## src/inc/clock_monitor_pkg.sv

```systemverilog
// shared types and constants of the clock period monitor
package clock_monitor_pkg;

  // widths
  localparam int unsigned COUNT_W = 16;
  localparam int unsigned STATUS_W = 8;

  // measurement step: one count per this many core clock cycles
  localparam int unsigned STEP_CYCLES = 9;
  localparam logic [3:0] STEP_LAST = 4'(STEP_CYCLES - 1);
  localparam logic [3:0] STEP_ZERO = 4'h0;

  // no-signal watchdog limit, also the saturation value of the count
  localparam logic [COUNT_W-1:0] NOSIG_LIMIT = 16'hFFFF;
  localparam logic [COUNT_W-1:0] COUNT_ZERO = 16'h0000;

  // outcome codes
  localparam logic [STATUS_W-1:0] STAT_PASS = 8'h00;
  localparam logic [STATUS_W-1:0] STAT_RANGE = 8'h01;
  localparam logic [STATUS_W-1:0] STAT_NOREF = 8'h02;

  // sequencer states
  typedef enum logic [1:0] {
    ST_IDLE      = 2'b00,
    ST_SYNC      = 2'b01,
    ST_WAIT_HIGH = 2'b10,
    ST_MEASURE   = 2'b11
  } state_t;

  // window limits supplied by the controlling party
  typedef struct packed {
    logic [COUNT_W-1:0] lower_count_limit;
    logic [COUNT_W-1:0] upper_count_limit;
  } limits_t;

  // result of one measurement
  typedef struct packed {
    logic                done;
    logic [STATUS_W-1:0] status;
    logic [COUNT_W-1:0]  count;
  } result_t;

endpackage : clock_monitor_pkg

```

## src/design/level_sync.sv

```systemverilog
// two-flop synchroniser for an asynchronous level
`timescale 1ns/10ps
module level_sync (
  input  wire logic core_clk,  // core clock
  input  wire logic arst_n,    // async reset, active low
  input  wire logic async_in,  // level from outside the domain
  output logic      sync_out   // synchronised level
);

  logic meta;

  // first stage feeds only the second
  always_ff @(posedge core_clk or negedge arst_n) begin
    if (!arst_n) begin
      meta     <= 1'b0;
      sync_out <= 1'b0;
    end else begin
      meta     <= async_in;
      sync_out <= meta;
    end
  end

endmodule : level_sync

```

## src/design/clock_period_monitor.sv

```systemverilog
// clock period monitor: times one high phase of a reference input
//
// Notes on behaviour
// - before measuring, wait for the reference to fall high to low
// - then wait for a rise; the measurement count starts at that rise
// - count keeps going while reference is high; stops at next fall
// - at stop, compare final count with lower and upper limits
// - interval is one high phase, half the reference period
// - each count increment takes exactly nine core clock cycles
// - waits bump a no-signal counter; at NOSIG_CYCLES (0xFFFF by default) abort with no-reference
// - each detected awaited edge clears the counter to zero, unless the counter is at NOSIG_CYCLES then, when the abort wins
// - count not above lower limit reports range failure
// - count above upper limit reports range failure
// - count inside both limits reports status zero, pass
// - missing reference has its own status, distinct from range failure
`timescale 1ns/10ps
module clock_period_monitor
  import clock_monitor_pkg::*;
#(
  parameter logic [15:0] NOSIG_CYCLES = clock_monitor_pkg::NOSIG_LIMIT
) (
  input  wire logic                       core_clk,            // 100 MHz
  input  wire logic                       arst_n,              // async rst
  input  wire logic                       start,               // begin pulse
  input  wire clock_monitor_pkg::limits_t limits,              // window
  input  wire logic                       reference_input_pin, // ref pin
  output logic                            busy,                // measuring
  output clock_monitor_pkg::result_t      result               // outcome
);
  import clock_monitor_pkg::*;

  // saturating increment of a count
  function automatic logic [COUNT_W-1:0] sat_inc(
    input logic [COUNT_W-1:0] value
  );
    sat_inc = (value == NOSIG_LIMIT) ? value : value + 16'h0001;
  endfunction : sat_inc

  // window comparison of a finished count
  function automatic logic [STATUS_W-1:0] classify(
    input logic [COUNT_W-1:0] value,
    input limits_t            lim
  );
    if (value <= lim.lower_count_limit) begin
      classify = STAT_RANGE;
    end else if (value > lim.upper_count_limit) begin
      classify = STAT_RANGE;
    end else begin
      classify = STAT_PASS;
    end
  endfunction : classify

  logic                ref_sync;
  logic                ref_prev;
  logic                ref_fall;
  logic                ref_rise;
  state_t              state;
  state_t              next_state;
  logic [COUNT_W-1:0]  cnt;
  logic [COUNT_W-1:0]  next_cnt;
  logic [3:0]          pre;
  logic [3:0]          next_pre;
  logic                done;
  logic                next_done;
  logic [STATUS_W-1:0] status;
  logic [STATUS_W-1:0] next_status;
  logic [COUNT_W-1:0]  last_count;
  logic [COUNT_W-1:0]  next_last_count;
  logic                nosig;

  // pin crosses into the core clock domain
  level_sync u_ref_sync (
    .core_clk (core_clk),
    .arst_n   (arst_n),
    .async_in (reference_input_pin),
    .sync_out (ref_sync)
  );

  // edge detection on the synchronised level
  always_ff @(posedge core_clk or negedge arst_n) begin
    if (!arst_n) begin
      ref_prev <= 1'b0;
    end else begin
      ref_prev <= ref_sync;
    end
  end

  assign ref_fall = ref_prev & ~ref_sync;
  assign ref_rise = ~ref_prev & ref_sync;
  assign nosig    = (cnt == NOSIG_CYCLES);

  // sequencer next values
  always_comb begin
    next_state      = state;
    next_cnt        = cnt;
    next_pre        = pre;
    next_done       = 1'b0;
    next_status     = status;
    next_last_count = last_count;
    case (state)
      ST_IDLE: begin
        if (start) begin
          next_state = ST_SYNC;
          next_cnt   = COUNT_ZERO;
        end
      end
      ST_SYNC: begin
        if (nosig) begin
          next_state      = ST_IDLE;
          next_done       = 1'b1;
          next_status     = STAT_NOREF;
          next_last_count = cnt;
        end else if (ref_fall) begin
          next_state = ST_WAIT_HIGH;
          next_cnt   = COUNT_ZERO;
        end else begin
          next_cnt = sat_inc(cnt);
        end
      end
      ST_WAIT_HIGH: begin
        if (nosig) begin
          next_state      = ST_IDLE;
          next_done       = 1'b1;
          next_status     = STAT_NOREF;
          next_last_count = cnt;
        end else if (ref_rise) begin
          next_state = ST_MEASURE;
          next_cnt   = COUNT_ZERO;
          next_pre   = STEP_ZERO;
        end else begin
          next_cnt = sat_inc(cnt);
        end
      end
      ST_MEASURE: begin
        if (ref_fall) begin
          next_state      = ST_IDLE;
          next_done       = 1'b1;
          next_status     = classify(cnt, limits);
          next_last_count = cnt;
        end else if (pre == STEP_LAST) begin
          next_pre = STEP_ZERO;
          next_cnt = sat_inc(cnt);
        end else begin
          next_pre = pre + 4'h1;
        end
      end
      default: begin
        next_state = ST_IDLE;
      end
    endcase
  end

  // sequencer registers
  always_ff @(posedge core_clk or negedge arst_n) begin
    if (!arst_n) begin
      state      <= ST_IDLE;
      cnt        <= COUNT_ZERO;
      pre        <= STEP_ZERO;
      done       <= 1'b0;
      status     <= STAT_PASS;
      last_count <= COUNT_ZERO;
    end else begin
      state      <= next_state;
      cnt        <= next_cnt;
      pre        <= next_pre;
      done       <= next_done;
      status     <= next_status;
      last_count <= next_last_count;
    end
  end

  // outputs
  assign busy   = (state != ST_IDLE);
  assign result = '{done: done, status: status, count: last_count};
endmodule : clock_period_monitor

```

## config.mk

```make
export PLATFORM = sky130hd
export DESIGN_NAME = clock_period_monitor
export DESIGN_NICKNAME = d
export VERILOG_FILES = /design/src/inc/clock_monitor_pkg.sv /design/src/design/level_sync.sv /design/src/design/clock_period_monitor.sv
export SDC_FILE = /design/constraint.sdc
export NUM_CORES = 1
export LEC_CHECK = 0
export ABC_AREA = 1
export BUFFER_PORTS_ARGS = -buffer_cell sky130_fd_sc_hd__buf_2
export CAP_MARGIN = 20
export CORE_ASPECT_RATIO = 0.7
export CORE_MARGIN = 2
export CORE_UTILIZATION = 46
export DETAILED_ROUTE_END_ITERATION = 8
export PLACE_DENSITY = 0.67
export SLEW_MARGIN = 20
export SYNTH_ARGS = -nofsm -noshare
export SYNTH_HDL_FRONTEND = slang
export SYNTH_SLANG_ARGS = --single-unit
```

## constraint.sdc

```tcl
create_clock -name core_clk -period 2.96 [get_ports core_clk]
set_clock_uncertainty 0.05 [all_clocks]
set_input_delay 0.296 -clock core_clk [delete_from_list [all_inputs] [get_ports core_clk]]
set_output_delay 0.296 -clock core_clk [all_outputs]
set_load 0.02 [all_outputs]
```

# After elaboration in Yosys (flattened, before gate mapping)
# Cells that the tools add are included.
# totals
regBits,50
latch_bits,0
ramBits,0
mem_bits_ro,0
in_bits,36
out_inout_bits,26
wordCells,74
memories,0
# op_classes
n_addsub,2
mul,0
div,0
n_lt_le_gt_ge,2
eq_ne,16
shifts,0
n_mux,32
bitwise_logic,4
reduce_logical,9
# ops
operator,n
2-to-1 mux 16 bit,10
case mux 16 bit (4 select lines),1
case mux 16 bit (2 select lines),1
adder 16 x 1 -> 16 bit (second input constant),1
equality test 16 bit (second input constant),1
> comparator 16 bit,1
<= comparator 16 bit,1
2-to-1 mux 4 bit,4
2-to-1 mux 8 bit,2
inequality test 2 bit (second input constant),8
case mux 8 bit (2 select lines),1
2-to-1 mux 2 bit,6
case mux 2 bit (4 select lines),1
case mux 4 bit (2 select lines),1
AND reduction 4 bit,2
inequality test 3 bit (second input constant),2
AND reduction 6 bit,1
nonzero test 2 bit,3
adder 4 x 1 -> 4 bit (second input constant),1
equality test 2 bit (second input constant),2
equality test 4 bit (second input constant),1
2-to-1 mux 1 bit,4
AND reduction 3 bit,1
AND 1 bit,2
6 further kinds,7

# Logic depth before layout (Yosys ltp)
# depth
depth_word,5
depth_mapped,15

# Modules after synthesis
# A second synthesis with hierarchy kept.
# hier_totals
cells_unflattened,430
area_unflattened_um2,3263.1
# by_module_without_submodules
module,instances,cells_each,area_each_um2,seq_area_each_um2
clock_period_monitor,1,428,3213.1,1051.0
level_sync,1,2,50.0,50.0

# Least setup slack after synthesis
# OpenSTA, ideal clock, no wires.
# synth_timing
path_kind,reg2reg
start,register state[0]
end,register cnt[5]
setup_ns,0.125
t_arrival_ns,1.620
required_time_ns,2.785
path_slack_ns,1.165
stages_incl_launch_ff,13
n_path_buf,1
cell_sequence,dfrtp_1 -> inv_1 -> ha_1 -> inv_1 -> or2_2 -> nand2_1 -> nor2_2 -> nand2_4 -> inv_2 -> buf_6 -> nand2_2 -> o21ai_1 -> nor2_1
# synth_between
elab_chain_len,3
word_cells_on_any_way,12
cone_classes,9 x eq/ne; 1 x mux; 2 x reduce/logical
# synth_rtl
element,line,text
start: declaration,clock_period_monitor.sv:57,state_t state;
start signal: assignment,clock_period_monitor.sv:163,state <= next_state;
"equality test 2 bit, or another cell as far along",clock_period_monitor.sv:100,case (state)
inequality test 2 bit (no line),-,
AND reduction 6 bit (no line),-,
end signal: assignment,clock_period_monitor.sv:164,cnt <= next_cnt;
end: declaration,clock_period_monitor.sv:59,logic [COUNT_W-1:0] cnt;
# Several ways; a longest one is shown, not always the timed one.
# A chain may end at the register's enable or synchronous reset.

# Worst setup path after layout
# layout_timing
start,register state[0]
end,register cnt[6]
# The elaborated chain is that of the path after synthesis.

==> flow_metrics.tcl <==
set metrics [dict create \
    cpMostUsedCell "inv_1" \
    overflow 0 \
    drv_slew 0 \
    num_antenna_cells 0 \
    gp_congestion 0.867 \
    outcome "finished, final reports clean" \
    slowest_stage "dfrtp_1" \
    r2r_end "cnt[6]$_DFFE_PN0P_" \
    worstMarginPinSlew_ps 616 \
    wl_mm 7.09 \
    cts.sink_count 44 \
    ys_types 34 \
    synth_area_per_cell_sq_um 7.68 \
    arrival_ps 2310 \
    fillers 664 \
    port_buffers 55 \
    r2r_start "state[0]$_DFFE_PN0P_" \
    antenna_found_initial 0 \
    synth.yosys.seq_area_share 0.334 \
    grt_max_degree 45 \
    drive_gt1_frac 0.223 \
    synth-seq-cells 44 \
    clock_latency_ps 300 \
    dr_total_vias 2833 \
    rows 25 \
    min-delay-start "reference_input_pin" \
    fp.coreArea_sq_um 6850 \
    dominantRegCellSynth "dfrtp_1" \
    die_w_um 105 \
    fp.dieH_um 74.8 \
    hp-class "in -> reg" \
    drtIter0Drc 124 \
    wl_per_cell_um 12.2 \
    cts.path.max_buffers 2 \
    numCtsBuffers 5 \
    hpwl_mm 5.60 \
    cts_hold_buffers 0 \
    min_path_cells 1 \
    track_usage 0.195 \
    initial_core_util 0.481 \
    crit_chain "inv_1, ha_1, nand2_1, o21ai_1, o21ai_1, inv_1, nor2_2, inv_1, o21ai_0, nor2_1" \
    report.final.setup_viol 0 \
    cp_max_fo 6 \
    syn2layout_area_growth_pct 13.1 \
    max_freq_ghz 0.461 \
    syn-instance-count 429 \
    reg2reg_slack_ps 790 \
    fin_crit_sh 0.733 \
    drc 0 \
    slowest_delay_ps 400 \
    fin_crit_ps 2170 \
    startpoint_type "register" \
    cts_setup_buffers 0 \
    async_flop_share 1.00 \
    multi_input_area_sq_um 1780 \
    grt_pass1_wl_mm 12.2 \
    path_class "reg -> reg" \
    r2r_cells 10 \
    relSlewSlack 0.585 \
    cp.required_ps 3090 \
    grt_pass1_vias 2601 \
    vias_per_cell 4.89 \
    cts_tree "done" \
    cp-end-kind "register" \
    ios 62 \
    finalPower_mw 1.90 \
    yosysWarningCount 0 \
    vdd_drop_max_uv 330 \
    holdPathEnd "u_ref_sync.meta$_DFF_PN0_" \
    path_clk_slew_ps 80 \
    rsz0062_at_grt "false" \
    final.setup.tns_ps 0 \
    synth_edf_count 0 \
    drt_first_pass_iters 4 \
    h-tree-depth 2 \
    p_per_area_nw_per_um2 511 \
    max_cap_viol_count 0 \
    finalNetCount 560 \
    ant_nets 0 \
    cts.repair.resized 0 \
    die-area_sq_um 7860 \
    hold_ws_ps 50.1 \
    syn-cell-area_sq_um 3290 \
    hold_viol 0 \
    p_leak_nw 2.13 \
    seqCellArea_sq_um 1100 \
    root_buffer "clkbuf_8" \
]
-- synth_stat cells, types with 4 or more instances --
cell type	number	area share
nand2_1	99	0.11
o21ai_0	20	0.030
nand3_1	24	0.036
nand2_4	6	0.021
nand2_2	4	0.0076
dfrtp_1	44	0.33
buf_4	7	0.016
o21ai_1	4	0.0061
o21ai_2	16	0.043
inv_1	76	0.087
a21oi_1	21	0.032
ha_1	40	0.15
inv_2	4	0.0046
buf_6	5	0.017
nor2_1	29	0.033
nand4_1	4	0.0076
-- cell families (layout without fill, tap and decap cells) --
kind of cell | after synthesis | after routing | share of synthesized area
AO/OA/AOI/OAI | 67 | 67 | 0.125
buffers and inverters | 95 | 146 | 0.130
flip-flops | 44 | 44 | 0.334
AND/OR/NAND/NOR | 182 | 182 | 0.257
other | 1 | 6 | 0.00114
adder cells (fa/ha/maj) | 40 | 40 | 0.152
-- metal layers --
layer,global-route usage,part of all wire,vias up
met5,0,0,-
met4,0.0370,0.011,0
met3,0.0346,0.060,11
met2,0.317,0.42,86
met1,0.279,0.51,1283
li1,-,-,1453
-- final cells by class --
type / instances / share of cell area
clock buffer: 6 / 0.0222
inverter: 82 / 0.0846
sequential: 44 / 0.296
clock inverter: 2 / 0.0104
multi-input combinational: 295 / 0.478
timing repair buffer: 56 / 0.0773
tap: 94 / 0.0316
-- sequential cells by signal (all words and copies together) (netlist names) --
signal               count
ref_prev                 1
cnt                     16
u_ref_sync.meta          1
pre                      4
u_ref_sync.sync_out      1
state                    2
done                     1
status                   2
last_count              16
-- critical path: cells and delay by family (launching register included) --
family,cells,cell delay (ps)
compound gates,3,430
fa+ha+maj,1,270
buf+inv,3,450
flops,1,400
simple gates,3,460
-- cell usage in the layout, fill, tap and decap left out, types with 2 or more instances in the layout --
| cell | Yosys | routed |
|---|---|---|
| buf_2 | 1 | 54 |
| a21oi_2 | 2 | 2 |
| a21oi_1 | 21 | 21 |
| dfrtp_1 | 44 | 44 |
| inv_2 | 4 | 4 |
| nand3_1 | 24 | 24 |
| nand4_1 | 4 | 4 |
| o21ai_1 | 4 | 4 |
| o21ai_0 | 20 | 20 |
| o21ai_2 | 16 | 16 |
| nand2_1 | 99 | 99 |
| nand2_4 | 6 | 6 |
| inv_1 | 76 | 76 |
| nand2_2 | 4 | 4 |
| or2_2 | 3 | 3 |
| nor2_2 | 3 | 3 |
| clkbuf_8 | 0 | 6 |
| clkinv_4 | 1 | 2 |
| nor2_4 | 2 | 2 |
| ha_1 | 40 | 40 |
| nor2_1 | 29 | 29 |
| nor3_1 | 3 | 3 |
| conb_1 | 1 | 6 |
-- stage by stage --
stage | util | cells | instance area (sq um) | setup WS, ps
6_report | 0.544 | 579 | 3720 | 790
5_1_grt | 0.544 | 579 | 3720 | 611
4_1_cts | 0.542 | 578 | 3710 | 804
3_5_place_dp | 0.524 | 570 | 3590 | 870
3_3_place_gp | 0.524 | 570 | 3590 | 974
2_1_floorplan | - | 434 | 3310 | 1160
-- worst max-delay path by stage --
stage,startpoint,end,slack [ps],cells after the start
4_1_cts,state[0]$_DFFE_PN0P_,cnt[6]$_DFFE_PN0P_,800,10
3_3_place_gp,cnt[1]$_DFFE_PN0P_,last_count[15]$_DFFE_PN0P_,970,12
2_1_floorplan,state[0]$_DFFE_PN0P_,cnt[5]$_DFFE_PN0P_,1160,12
3_5_place_dp,state[0]$_DFFE_PN0P_,cnt[6]$_DFFE_PN0P_,870,10
6_report,state[0]$_DFFE_PN0P_,cnt[6]$_DFFE_PN0P_,790,10
5_1_grt,state[0]$_DFFE_PN0P_,cnt[6]$_DFFE_PN0P_,610,10
-- where the power goes --
part	internal, mW	switching, mW
Clock	0.276	0.215
Sequential	0.659	0.0407
Combinational	0.213	0.499
No activity file was read; power rests on OpenSTA's default activity.
